### src/design/gcmp_pkg.sv
// Package of constants and types for the comparator control block
package gcmp_pkg;
	// Bus geometry
	localparam int ADDR_W = 8;
	localparam int DATA_W = 32;
	localparam int REG_W = 8;

	// Register indices and their byte addresses (index times four)
	localparam logic [7:0] SEL_IDX = 8'h22;
	localparam logic [7:0] CTL_IDX = 8'h3e;
	localparam logic [ADDR_W-1:0] SEL_ADDR = {SEL_IDX[5:0], 2'b00};
	localparam logic [ADDR_W-1:0] CTL_ADDR = {CTL_IDX[5:0], 2'b00};

	// Reset values
	localparam logic [REG_W-1:0] CTL_RST = 8'h00;
	localparam logic [REG_W-1:0] SEL_RST = 8'h00;

	// Control register fields
	localparam int CTL_EN_BIT = 7;
	localparam int CTL_RES_BIT = 6;
	localparam int CTL_SMP_BIT = 5;
	localparam int CTL_INV_BIT = 4;
	localparam int CTL_MSEL_LSB = 1;
	localparam int CTL_MSEL_W = 3;
	localparam int CTL_PSEL_BIT = 0;

	// Selection register fields
	localparam int SEL_OE_BIT = 7;
	localparam int SEL_WK_BIT = 6;
	localparam int SEL_RHI_BIT = 5;
	localparam int SEL_RLO_BIT = 4;
	localparam int SEL_LVL_LSB = 0;
	localparam int SEL_LVL_W = 4;

	// Minus input codes
	localparam logic [2:0] MSEL_PB_SECOND = 3'h0;
	localparam logic [2:0] MSEL_PB_FIRST = 3'h1;
	localparam logic [2:0] MSEL_BANDGAP = 3'h2;
	localparam logic [2:0] MSEL_LADDER = 3'h3;
	localparam logic [2:0] MSEL_PA_THIRD = 3'h4;
	localparam logic [2:0] MSEL_PA_FOURTH = 3'h5;
	localparam int MSEL_N = 6;

	// Pulse capture source code of the comparator result
	localparam logic [2:0] PCAP_SRC_CMP = 3'h5;

	// AXI responses
	localparam logic [1:0] RESP_OKAY = 2'h0;
	localparam logic [1:0] RESP_SLVERR = 2'h2;

	// Register hit codes
	localparam logic [1:0] HIT_NONE = 2'h0;
	localparam logic [1:0] HIT_SEL = 2'h1;
	localparam logic [1:0] HIT_CTL = 2'h2;

	// Write channel states
	typedef enum logic [1:0] {
		WR_IDLE,
		WR_ADDR,
		WR_DATA,
		WR_RESP
	} gcmp_wr_e;
endpackage

### src/design/gcmp_if.sv
// Interface between control logic and result path
`timescale 1ns/1ps
interface gcmp_if;
	logic ce;
	logic en;
	logic sel_ok;
	logic smp;
	logic inv;
	logic res_bit;
	logic res_fin;

	modport ctl (
		output ce,
		output en,
		output sel_ok,
		output smp,
		output inv,
		input res_bit,
		input res_fin
	);
	modport res (
		input ce,
		input en,
		input sel_ok,
		input smp,
		input inv,
		output res_bit,
		output res_fin
	);
endinterface

### src/design/gcmp_resq.sv
// Comparator result path: synchronise, gate, sample, invert
`timescale 1ns/1ps
module gcmp_resq (
	// Clock and reset
	input wire logic clk_in,
	input wire logic nrst_in,
	// Asynchronous inputs
	input wire logic cmp_raw_in,
	input wire logic aux_timer_clock_in,
	// Control side
	gcmp_if.res bus
);
	typedef struct packed {
		logic raw_s1;
		logic raw_s2;
		logic aux_s1;
		logic aux_s2;
		logic aux_p;
		logic held;
		logic fin;
	} gcmp_resq_s;

	gcmp_resq_s q;
	gcmp_resq_s d;
	logic live;
	logic gated;
	logic pre;

	always_comb begin
		d = q;
		d.raw_s1 = cmp_raw_in;
		d.raw_s2 = q.raw_s1;
		d.aux_s1 = aux_timer_clock_in;
		d.aux_s2 = q.aux_s1;
		d.aux_p = q.aux_s2;
		live = bus.en && bus.sel_ok;
		gated = q.raw_s2 && live;
		if (q.aux_s2 && !q.aux_p) begin
			d.held = gated;
		end
		pre = bus.smp ? q.held : gated;
		d.fin = live ? (pre ^ bus.inv) : 1'b0;
	end

	always_ff @(posedge clk_in) begin
		if (!nrst_in) begin
			q <= '0;
		end else if (bus.ce) begin
			q <= d;
		end
	end

	assign bus.res_bit = q.raw_s2 && bus.en && bus.sel_ok;
	assign bus.res_fin = q.fin;
endmodule

### src/design/gcmp_top.sv
// Comparator control block with AXI4-Lite register slave
`timescale 1ns/1ps
module gcmp_top (
	// Clock, reset and enable
	input wire logic clk_in,
	input wire logic nrst_in,
	input wire logic ce_in,
	// AXI4-Lite write address
	input wire logic axi_awvalid_in,
	output logic axi_awready_out,
	input wire logic [gcmp_pkg::ADDR_W-1:0] axi_awaddr_in,
	input wire logic [2:0] axi_awprot_in,
	// AXI4-Lite write data
	input wire logic axi_wvalid_in,
	output logic axi_wready_out,
	input wire logic [gcmp_pkg::DATA_W-1:0] axi_wdata_in,
	input wire logic [3:0] axi_wstrb_in,
	// AXI4-Lite write response
	output logic axi_bvalid_out,
	input wire logic axi_bready_in,
	output logic [1:0] axi_bresp_out,
	// AXI4-Lite read address
	input wire logic axi_arvalid_in,
	output logic axi_arready_out,
	input wire logic [gcmp_pkg::ADDR_W-1:0] axi_araddr_in,
	input wire logic [2:0] axi_arprot_in,
	// AXI4-Lite read data
	output logic axi_rvalid_out,
	input wire logic axi_rready_in,
	output logic [gcmp_pkg::DATA_W-1:0] axi_rdata_out,
	output logic [1:0] axi_rresp_out,
	// Analog comparator
	input wire logic cmp_raw_in,
	output logic cmp_power_out,
	output logic [gcmp_pkg::MSEL_N-1:0] minus_sel_out,
	output logic plus_sel_pin_out,
	output logic ref_range_hi_out,
	output logic ref_range_lo_out,
	output logic [gcmp_pkg::SEL_LVL_W-1:0] ref_level_out,
	// Sampling clock
	input wire logic aux_timer_clock_in,
	// First port-B pin drive
	output logic portb_pin_first_out,
	output logic portb_pin_first_oe_out,
	// System wake-up
	output logic wake_out,
	// Pulse capture source
	input wire logic [2:0] pcap_src_sel_in,
	output logic pcap_cmp_out
);
	typedef struct packed {
		gcmp_pkg::gcmp_wr_e wr;
		logic [gcmp_pkg::ADDR_W-1:0] awaddr;
		logic [gcmp_pkg::REG_W-1:0] wdata;
		logic wlane;
		logic [1:0] bresp;
		logic rvalid;
		logic [gcmp_pkg::REG_W-1:0] rdata;
		logic [1:0] rresp;
		logic en;
		logic smp;
		logic inv;
		logic [gcmp_pkg::CTL_MSEL_W-1:0] msel;
		logic psel;
		logic oe;
		logic wk;
		logic rhi;
		logic rlo;
		logic [gcmp_pkg::SEL_LVL_W-1:0] lvl;
		logic [gcmp_pkg::MSEL_N-1:0] mhot;
		logic fin_p;
		logic wake;
		logic pcap;
	} gcmp_top_s;

	gcmp_top_s q;
	gcmp_top_s d;
	gcmp_top_s rst_val;

	gcmp_if link ();

	logic aw_hs;
	logic w_hs;
	logic ar_hs;
	logic have_a;
	logic have_d;
	logic [gcmp_pkg::ADDR_W-1:0] addr_eff;
	logic [gcmp_pkg::REG_W-1:0] data_eff;
	logic lane_eff;
	logic [1:0] whit;
	logic [1:0] rhit;

	// Maps a byte address to the register it names
	function automatic logic [1:0] reg_hit(
		input logic [gcmp_pkg::ADDR_W-1:0] addr
	);
		logic [1:0] h;
		h = gcmp_pkg::HIT_NONE;
		if (addr[gcmp_pkg::ADDR_W-1:2] ==
				gcmp_pkg::SEL_ADDR[gcmp_pkg::ADDR_W-1:2]) begin
			h = gcmp_pkg::HIT_SEL;
		end else if (addr[gcmp_pkg::ADDR_W-1:2] ==
				gcmp_pkg::CTL_ADDR[gcmp_pkg::ADDR_W-1:2]) begin
			h = gcmp_pkg::HIT_CTL;
		end
		return h;
	endfunction

	// One-hot minus select; reserved codes give no selection
	function automatic logic [gcmp_pkg::MSEL_N-1:0] minus_hot(
		input logic [gcmp_pkg::CTL_MSEL_W-1:0] code
	);
		logic [gcmp_pkg::MSEL_N-1:0] m;
		m = '0;
		case (code)
			gcmp_pkg::MSEL_PB_SECOND: m[0] = 1'b1;
			gcmp_pkg::MSEL_PB_FIRST: m[1] = 1'b1;
			gcmp_pkg::MSEL_BANDGAP: m[2] = 1'b1;
			gcmp_pkg::MSEL_LADDER: m[3] = 1'b1;
			gcmp_pkg::MSEL_PA_THIRD: m[4] = 1'b1;
			gcmp_pkg::MSEL_PA_FOURTH: m[5] = 1'b1;
			default: m = '0;
		endcase
		return m;
	endfunction

	// Read image of the control register; bit 6 is the live result
	function automatic logic [gcmp_pkg::REG_W-1:0] ctl_image(
		input gcmp_top_s s,
		input logic res
	);
		logic [gcmp_pkg::REG_W-1:0] b;
		b = '0;
		b[gcmp_pkg::CTL_EN_BIT] = s.en;
		b[gcmp_pkg::CTL_RES_BIT] = res;
		b[gcmp_pkg::CTL_SMP_BIT] = s.smp;
		b[gcmp_pkg::CTL_INV_BIT] = s.inv;
		b[gcmp_pkg::CTL_MSEL_LSB +: gcmp_pkg::CTL_MSEL_W] = s.msel;
		b[gcmp_pkg::CTL_PSEL_BIT] = s.psel;
		return b;
	endfunction

	// Reset image of all state
	always_comb begin
		rst_val = '0;
		rst_val.wr = gcmp_pkg::WR_IDLE;
		rst_val.bresp = gcmp_pkg::RESP_OKAY;
		rst_val.rresp = gcmp_pkg::RESP_OKAY;
		rst_val.en = gcmp_pkg::CTL_RST[gcmp_pkg::CTL_EN_BIT];
		rst_val.smp = gcmp_pkg::CTL_RST[gcmp_pkg::CTL_SMP_BIT];
		rst_val.inv = gcmp_pkg::CTL_RST[gcmp_pkg::CTL_INV_BIT];
		rst_val.msel = gcmp_pkg::CTL_RST[gcmp_pkg::CTL_MSEL_LSB +:
			gcmp_pkg::CTL_MSEL_W];
		rst_val.psel = gcmp_pkg::CTL_RST[gcmp_pkg::CTL_PSEL_BIT];
		rst_val.oe = gcmp_pkg::SEL_RST[gcmp_pkg::SEL_OE_BIT];
		rst_val.wk = gcmp_pkg::SEL_RST[gcmp_pkg::SEL_WK_BIT];
		rst_val.rhi = gcmp_pkg::SEL_RST[gcmp_pkg::SEL_RHI_BIT];
		rst_val.rlo = gcmp_pkg::SEL_RST[gcmp_pkg::SEL_RLO_BIT];
		rst_val.lvl = gcmp_pkg::SEL_RST[gcmp_pkg::SEL_LVL_LSB +:
			gcmp_pkg::SEL_LVL_W];
		rst_val.mhot = minus_hot(rst_val.msel);
	end

	// Channel handshakes
	// Readies fall with the clock enable, so no request is lost while frozen
	// Pending responses stay up while frozen; the master must wait them out
	assign axi_awready_out = ce_in && ((q.wr == gcmp_pkg::WR_IDLE) ||
		(q.wr == gcmp_pkg::WR_DATA));
	assign axi_wready_out = ce_in && ((q.wr == gcmp_pkg::WR_IDLE) ||
		(q.wr == gcmp_pkg::WR_ADDR));
	assign axi_bvalid_out = (q.wr == gcmp_pkg::WR_RESP);
	assign axi_arready_out = ce_in && !q.rvalid;
	assign aw_hs = axi_awvalid_in && axi_awready_out;
	assign w_hs = axi_wvalid_in && axi_wready_out;
	assign ar_hs = axi_arvalid_in && axi_arready_out;

	always_comb begin
		d = q;
		have_a = aw_hs || (q.wr == gcmp_pkg::WR_ADDR);
		have_d = w_hs || (q.wr == gcmp_pkg::WR_DATA);
		addr_eff = aw_hs ? axi_awaddr_in : q.awaddr;
		data_eff = w_hs ? axi_wdata_in[gcmp_pkg::REG_W-1:0] : q.wdata;
		lane_eff = w_hs ? axi_wstrb_in[0] : q.wlane;
		whit = reg_hit(addr_eff);
		rhit = reg_hit(axi_araddr_in);

		// Write channel
		case (q.wr)
			gcmp_pkg::WR_RESP: begin
				if (axi_bready_in) begin
					d.wr = gcmp_pkg::WR_IDLE;
				end
			end
			default: begin
				if (aw_hs) begin
					d.awaddr = axi_awaddr_in;
				end
				if (w_hs) begin
					d.wdata = axi_wdata_in[gcmp_pkg::REG_W-1:0];
					d.wlane = axi_wstrb_in[0];
				end
				if (have_a && have_d) begin
					d.wr = gcmp_pkg::WR_RESP;
					d.bresp = gcmp_pkg::RESP_OKAY;
					if (whit == gcmp_pkg::HIT_NONE) begin
						d.bresp = gcmp_pkg::RESP_SLVERR;
					end else if (lane_eff && whit == gcmp_pkg::HIT_CTL) begin
						d.en = data_eff[gcmp_pkg::CTL_EN_BIT];
						d.smp = data_eff[gcmp_pkg::CTL_SMP_BIT];
						d.inv = data_eff[gcmp_pkg::CTL_INV_BIT];
						d.msel = data_eff[gcmp_pkg::CTL_MSEL_LSB +:
							gcmp_pkg::CTL_MSEL_W];
						d.psel = data_eff[gcmp_pkg::CTL_PSEL_BIT];
					end else if (lane_eff) begin
						d.oe = data_eff[gcmp_pkg::SEL_OE_BIT];
						d.wk = data_eff[gcmp_pkg::SEL_WK_BIT];
						d.rhi = data_eff[gcmp_pkg::SEL_RHI_BIT];
						d.rlo = data_eff[gcmp_pkg::SEL_RLO_BIT];
						d.lvl = data_eff[gcmp_pkg::SEL_LVL_LSB +:
							gcmp_pkg::SEL_LVL_W];
					end
				end else if (have_a) begin
					d.wr = gcmp_pkg::WR_ADDR;
				end else if (have_d) begin
					d.wr = gcmp_pkg::WR_DATA;
				end
			end
		endcase

		// Read channel; the selection register is write-only and reads zero
		if (q.rvalid && axi_rready_in) begin
			d.rvalid = 1'b0;
		end
		if (ar_hs) begin
			d.rvalid = 1'b1;
			d.rdata = '0;
			d.rresp = gcmp_pkg::RESP_OKAY;
			case (rhit)
				gcmp_pkg::HIT_CTL: begin
					d.rdata = ctl_image(q, link.res_bit);
				end
				gcmp_pkg::HIT_SEL: d.rdata = '0;
				default: d.rresp = gcmp_pkg::RESP_SLVERR;
			endcase
		end

		// Analog steering and result consumers
		d.mhot = minus_hot(d.msel);
		d.fin_p = link.res_fin;
		d.wake = q.wk && link.res_fin && !q.fin_p;
		d.pcap = (pcap_src_sel_in == gcmp_pkg::PCAP_SRC_CMP) &&
			link.res_fin;
	end

	// Reset wins over the clock enable; all state holds while it is low
	always_ff @(posedge clk_in) begin
		if (!nrst_in) begin
			q <= rst_val;
		end else if (ce_in) begin
			q <= d;
		end
	end

	// Control to the result path
	assign link.ce = ce_in;
	assign link.en = q.en;
	assign link.sel_ok = (q.mhot != '0);
	assign link.smp = q.smp;
	assign link.inv = q.inv;

	gcmp_resq u_resq (
		.clk_in(clk_in),
		.nrst_in(nrst_in),
		.cmp_raw_in(cmp_raw_in),
		.aux_timer_clock_in(aux_timer_clock_in),
		.bus(link.res)
	);

	// Outputs
	assign axi_bresp_out = q.bresp;
	assign axi_rvalid_out = q.rvalid;
	assign axi_rdata_out = {{(gcmp_pkg::DATA_W-gcmp_pkg::REG_W){1'b0}},
		q.rdata};
	assign axi_rresp_out = q.rresp;
	assign cmp_power_out = q.en;
	assign minus_sel_out = q.mhot;
	assign plus_sel_pin_out = q.psel;
	assign ref_range_hi_out = q.rhi;
	assign ref_range_lo_out = q.rlo;
	assign ref_level_out = q.lvl;
	assign portb_pin_first_out = link.res_fin;
	assign portb_pin_first_oe_out = q.oe;
	assign wake_out = q.wake;
	assign pcap_cmp_out = q.pcap;
endmodule

### config.mk
export PLATFORM = sky130hd
export DESIGN_NAME = gcmp_top
export DESIGN_NICKNAME = d
export VERILOG_FILES = /design/src/design/gcmp_pkg.sv /design/src/design/gcmp_if.sv /design/src/design/gcmp_resq.sv /design/src/design/gcmp_top.sv
export SDC_FILE = /design/constraint.sdc
export NUM_CORES = 1
export LEC_CHECK = 0
export BUFFER_PORTS_ARGS = -buffer_cell sky130_fd_sc_hd__buf_2
export CAP_MARGIN = 30
export CORE_ASPECT_RATIO = 0.7
export CORE_MARGIN = 2
export CORE_UTILIZATION = 43
export CTS_BUF_LIST = sky130_fd_sc_hd__clkbuf_16
export DETAILED_ROUTE_END_ITERATION = 16
export HOLD_SLACK_MARGIN = 0.06
export PLACE_DENSITY = 0.77
export SLEW_MARGIN = 20
export SYNTH_ARGS = -nofsm -noshare
export SYNTH_HDL_FRONTEND = slang
export SYNTH_HIERARCHICAL = 1
export SYNTH_SLANG_ARGS = --single-unit
### constraint.sdc
create_clock -name clk_in -period 2.1 [get_ports clk_in]
set_input_delay 0.21 -clock clk_in [delete_from_list [all_inputs] [get_ports clk_in]]
set_output_delay 0.21 -clock clk_in [all_outputs]
set_load 0.02 [all_outputs]
* Word level (Yosys, flattened, before mapping)
Cells that the tools add are included.
** Storage, ports and cells
- Flip-flop bits (word level) :: 63
- Input bits :: 71
** Operators by class
- Equal/unequal tests :: 17
- Mux-type cells :: 31
- Bitwise operators :: 4
- Reductions and logical operators :: 41
** Operator list (number)
- $mux 8 :: 5
- $mux 12 :: 3
- $eq 6x6->1 const B :: 4
- $mux 2 :: 11
- $logic_and 1x1->1 :: 17
- $reduce_and 3->1 :: 4
- $mux 11 :: 1
- $mux 1 :: 10
- $eq 3x3->1 const B :: 3
- $eq 2x2->1 const B :: 4
- $reduce_and 2->1 :: 4
- $eq 3x2->1 const B :: 2
- $reduce_and 6->1 :: 1
- $reduce_bool 6->1 :: 1
- $reduce_and 5->1 :: 1
- $eq 2x1->1 const B :: 2
- $logic_not 2->1 :: 2
- $logic_or 1x1->1 :: 4
- $mux 4 :: 1
- $reduce_bool 4->1 :: 1
- $eq 3x1->1 const B :: 1
- $logic_not 1->1 :: 3
- $logic_not 3->1 :: 1
- $not 1->1 :: 3
- 4 further kinds :: 4

* Depth between registers and ports, before layout
- Depth in word-level cells :: 16
- Gate-level depth with buffers :: 8
- Gate-level depth less buffers :: 5

* Modules after synthesis
Netlist, hierarchy kept.
** Modules (own cells, without submodules)
- gcmp_top :: instances 1, cells an instance 294, area each 2682.6 sq um, seq. area each 1041.0 sq um
- gcmp_resq :: instances 1, cells an instance 28, area each 307.8 sq um, seq. area each 140.1 sq um

* Worst setup path before layout
OpenSTA, ideal clock, no wires.
- Path type :: register to register
- From :: register q[54] (netlist bit)
- To :: register q, in the netlist minus_sel_out[3]
- Data arrival time :: 1870 ps
- Data required time :: 1982 ps
- Slack :: 113 ps
- Stages on the path, launching flop included :: 7
- Buffers on the path :: 1
- Clock period less this slack :: 1987 ps
- Path through :: dfxtp_1 and2_4 or4_4 nor4_4 buf_6 o211ai_1 o2111a_1
** RTL lines
- from (decl) :: RTL line gcmp_top.sv:76 : gcmp_top_s q;
- from (signal assigned) :: RTL line gcmp_top.sv:258 : q <= rst_val;
- $eq 2x2->1
- net axi_bvalid_out :: RTL line gcmp_top.sv:19 : output logic axi_bvalid_out,
- $mux 12 :: RTL line gcmp_top.sv:188 : case (q.wr)
- $eq 3x2->1 :: RTL line gcmp_top.sv:115 : case (code)
- $mux 1 :: RTL line gcmp_top.sv:115
The timed path passes the listed nets, and every way through them passes these cells.
A chain may end at the register's enable or synchronous reset.

* Worst setup path in the final report
- From :: register q[54] (netlist bit)
- To :: register q, in the netlist minus_sel_out[4]
** On the way
- Longest elaborated chain between the ends :: 16
** Ends and longest elaborated chain
- $eq 2x2->1 or $logic_not 2->1 (tied branches)
- $logic_or 1x1->1 :: RTL line gcmp_top.sv:167 : assign axi_awready_out = ce_in && ((q.wr == gcmp_pkg::WR_IDLE) ||
- $logic_and 1x1->1 :: RTL line gcmp_top.sv:167
- $logic_and 1x1->1 :: RTL line gcmp_top.sv:173 : assign aw_hs = axi_awvalid_in && axi_awready_out;
- $mux 8
- $eq 6x6->1 :: RTL line gcmp_top.sv:102 : end else if (addr[gcmp_pkg::ADDR_W-1:2] ==
- $mux 2 :: RTL line gcmp_top.sv:102
- $mux 2 :: RTL line gcmp_top.sv:99 : if (addr[gcmp_pkg::ADDR_W-1:2] ==
- $eq 2x2->1 :: RTL line gcmp_top.sv:207 : end else if (lane_eff && whit == gcmp_pkg::HIT_CTL) begin
- $logic_and 1x1->1 :: RTL line gcmp_top.sv:207
- $mux 4 :: RTL line gcmp_top.sv:207
- $mux 12 :: RTL line gcmp_top.sv:205 : if (whit == gcmp_pkg::HIT_NONE) begin
- $mux 12 :: RTL line gcmp_top.sv:202 : if (have_a && have_d) begin
- $mux 12 (*) :: RTL line gcmp_top.sv:188
- $eq 3x3->1 (*) :: RTL line gcmp_top.sv:115
- $mux 1 (*) :: RTL line gcmp_top.sv:115
Every way passes the cells marked *; elsewhere a longest branch is shown, timed or not.

==> results.txt <==
The flow ran to the end, and the final reports show no timing, DRC or antenna violations. The standby leakage power was 1.60 nW. The number of antenna violations at the first check in global routing is 0, and the pin slew with the least headroom to its limit is 0.564 ns. For hold timing, the worst endpoint is pcap_cmp_out.

Summing all flip-flop and latch instances after layout gives 1180 um^2. The logs give 0.0854 ns for the slack of the critical path and 4 for the number of optimization iterations in the first detailed-route pass. The largest single stage delay on the critical path is 0.39 ns. The cell depth of the worst hold path was 3; the time the final worst path needs with I/O delays and setup was 2.01 ns. Setup skew after layout: 0.00512 ns. Walking the worst path, the cells encountered are nand3b_1, mux2_4, nor4_4, buf_12, mux2i_1, a21oi_1.

Via count of the first global-routing pass: 2128. By startpoint and endpoint, the worst setup path is classified as reg -> reg. After clock tree synthesis, the clock-pin slew on the worst setup and hold paths is 0.05 ns. For the cell count after synthesis, the log shows 322. In the layout the commonest cells are buf_2 (66), dfxtp_1 (58), nor2_1 (45).

In this run the critical register-to-register path is launched from q[54]. The first global-routing pass estimated 10100 um of wire. The slowest stage of the critical path is the mux2_4 cell. At the end of the flow, the number of nets in the layout was 452. The initial cell density of the core is 0.443, and the detail-routed via count per cell is 4.89. The reg-to-reg setup timing slack was 0.09 ns; the hold violation total from the final report was 0.

The run gives 51 as the count of different cell masters after synthesis. In this run the horizontal extent of the chip is 104 um. In this run the critical register-to-register path is captured at minus_sel_out[4]. The run gives 3 as the H-tree depth reported by CTS.

Data arrives at the worst endpoint at 2.21 ns. Post-placement worst setup slack: 0.0803 ns. The region available for standard cell placement spans 6760 um^2. The detailed-route wire length per cell came out at 13.1 um. Setup repair after global routing left no endpoint under its margin. The post-route non-filler standard cell count is 480, and the cell area after synthesis is 2990 um^2. The startpoint of the most critical setup path was q[54]. The part of the cycle the worst path needs was 0.959; the layout cell share with drive strength beyond 1 was 0.321. The clock reaches the later pin of the worst-skew pair after 0.33 ns.

The flop and latch count out of synthesis works out to 59. The pin count of the biggest net entering global routing is 25. The worst setup path is captured at a register.

The count of clock tree sinks was 59; the last weighted congestion value of the routability-driven placer was 0.801. Cell depth of the worst flop-to-flop path: 6. The worst hold path class was in -> reg. Layout overhead on the synthesized area: 19.5%. The post-route antenna net violation count is 0, and the total power is 3.03 mW. 0 antenna diodes ended up in the layout. Port buffering added 66 buffers. By area the synthesized netlist is led by dfxtp_1 (39%), buf_4 (12%), mux2i_1 (8.0%), nor2_1 (5.6%), a211oi_2 (2.9%). For the setup fix buffers added after clock tree synthesis, the log shows 0. The power per cell area was 847 nW/um^2; the chip height was 73.8 um. Global routing finished with a remaining overflow of 0. The run gives 130 as the number of top-level design ports. IR analysis of the VDD net gives a maximum drop of 0.427 mV.

The tools report the global-route total usage across every layer as 0.172. Routed signal wires occupy layers up through met4. The top cell type by total area after synthesis is dfxtp_1.

The floorplan step defined a die boundary enclosing 7650 um^2. In the final routing, the length of wire on met1 measures 3020 um. For this run, the top clock speed supported by timing is 496 MHz.

The tools report the post-layout utilization of the core as 0.529. The layout has 622 filler cells. Once layout is done, the placed cells without fillers occupy 3570 um^2. The multi-input combinational cells in the finished layout cover a total of 1450 um^2. After synthesis, the mean cell area works out to 9.29 um^2. In this run the deepest clock path goes through 2 buffers. The count of pins over their slew limit came out at 0.

Commonest non-fill, non-tap cell in the layout: buf_2. The critical path launch point type is a register. The cell count after placement is 464. The placed wire-length estimate is 4590 um, and the worst slack on hold paths is 0.115 ns. Setup violations remaining at the end of the flow were counted as 0.

The startpoint of the tightest hold check path was pcap_src_sel_in[2]. Among all flip-flop cells after synthesis, the most frequent one is dfxtp_1. The total negative slack for setup checks is 0 ns, and the top cell type's share of synthesized area is 0.395. For this block, the via count after detailed routing is 2349. The logs give 9 for the number of buffers created by CTS and 2.30 ns for the required time of the worst setup path.

Of all nets on the critical path, the largest fanout is 24. TritonCTS built the clock tree. The number of maximum-capacitance violations came out at 0.

The number of placement rows came out at 25. In this run the clock root is driven by a clkbuf_16. The first routing iteration left 99 violations.

For the fraction of the yosys area taken by sequential cells, the log shows 0.395. Post-CTS repair changed the size of 0 cells. The met3 layer wire length in the routed design is 375 um. The final routed DRC violation total is 0, and the placed instance area is 3250 um^2. The Yosys step of the flow raised 6 warnings.

The hold buffer count at cts came out at 0. In the detailed route, the total length drawn on met2 is 2870 um. The headroom to the max-slew limit came out at 0.622. Proportion of register bits with asynchronous set or reset after synthesis: 0. The final layout contains routed wiring with a total length of 6310 um. The number of enable flip-flop cells after synthesis came out at 0.
## Yosys cell counts, drive strengths merged (2+ instances only)
| cell type | instances |
|---|---|
| buf | 55 |
| mux2i | 25 |
| nor4 | 4 |
| nand4b | 3 |
| a22oi | 9 |
| a31oi | 2 |
| nor2b | 9 |
| and2 | 2 |
| clkbuf | 6 |
| o211ai | 2 |
| nand3 | 5 |
| inv | 6 |
| nand3b | 6 |
| nand4 | 2 |
| nor3b | 3 |
| a21oi | 12 |
| mux2 | 4 |
| nor2 | 45 |
| nand2 | 11 |
| a211oi | 12 |
| dfxtp | 59 |
| nor3 | 7 |
| o21ai | 7 |
| or4b | 2 |
| nand2b | 6 |
| or3 | 4 |
## kinds of logic after synthesis
logic type / synth area share
AOI/OAI and AO/OA: 0.133
and+or+nand+nor: 0.215
buffers and inverters: 0.151
DFF: 0.395
muxes: 0.104
other: 0.00125
## worst max-delay path: cells and delay by family (launching register included)
kind	cells	cell delay (ns)
and+or+nand+nor	2	0.65
DFF	1	0.34
buffers and inverters	1	0.21
muxes	2	0.61
AOI/OAI and AO/OA	1	0.09
## registers in the layout, indices dropped and copies added, names as in the netlist, named ones only
signal / count
portb_pin_first_oe_out: 1
ref_range_hi_out: 1
ref_range_lo_out: 1
axi_rvalid_out: 1
u_resq/d: 3
link.smp: 1
pcap_cmp_out: 1
cmp_power_out: 1
wake_out: 1
axi_rdata_out: 8
u_resq/bus.res_fin: 1
u_resq/q: 3
minus_sel_out: 6
ref_level_out: 4
link.inv: 1
plus_sel_pin_out: 1
q: 21
axi_rresp_out: 1
axi_bresp_out: 1
## layer usage
layer / vias to the layer above / global-route usage
met4: 0 / 0.0616
met1: 1095 / 0.217
met2: 74 / 0.267
met5: - / 0
li1: 1176 / -
met3: 4 / 0.0719
## worst max path at each step
| stage | endpoint | slack, ns | cells after the start |
|---|---|---|---|
| 2_1_floorplan | minus_sel_out[3] | 0.11 | 6 |
| 4_1_cts | minus_sel_out[5] | 0.06 | 6 |
| 5_1_grt | minus_sel_out[5] | 0.004 | 6 |
| 3_3_place_gp | minus_sel_out[5] | 0.08 | 6 |
| 6_report | minus_sel_out[4] | 0.09 | 6 |
| 3_5_place_dp | minus_sel_out[5] | 0.08 | 6 |
## area by class of cell
cell class / count / area share
clock buffer: 9 / 0.0630
multi-input combinational: 221 / 0.407
tap: 94 / 0.0329
inverter: 6 / 0.00630
sequential: 59 / 0.331
clock inverter: 7 / 0.0259
timing repair buffer: 84 / 0.134
## where the power goes
group / switching (mW) / internal [mW] / total (mW)
Clock: 0.511 / 1.03 / 1.54
Combinational: 0.196 / 0.116 / 0.312
Sequential: 0.0201 / 1.15 / 1.17
Total: 0.727 / 2.30 / 3.03
No activity file was read; power rests on OpenSTA's default activity.
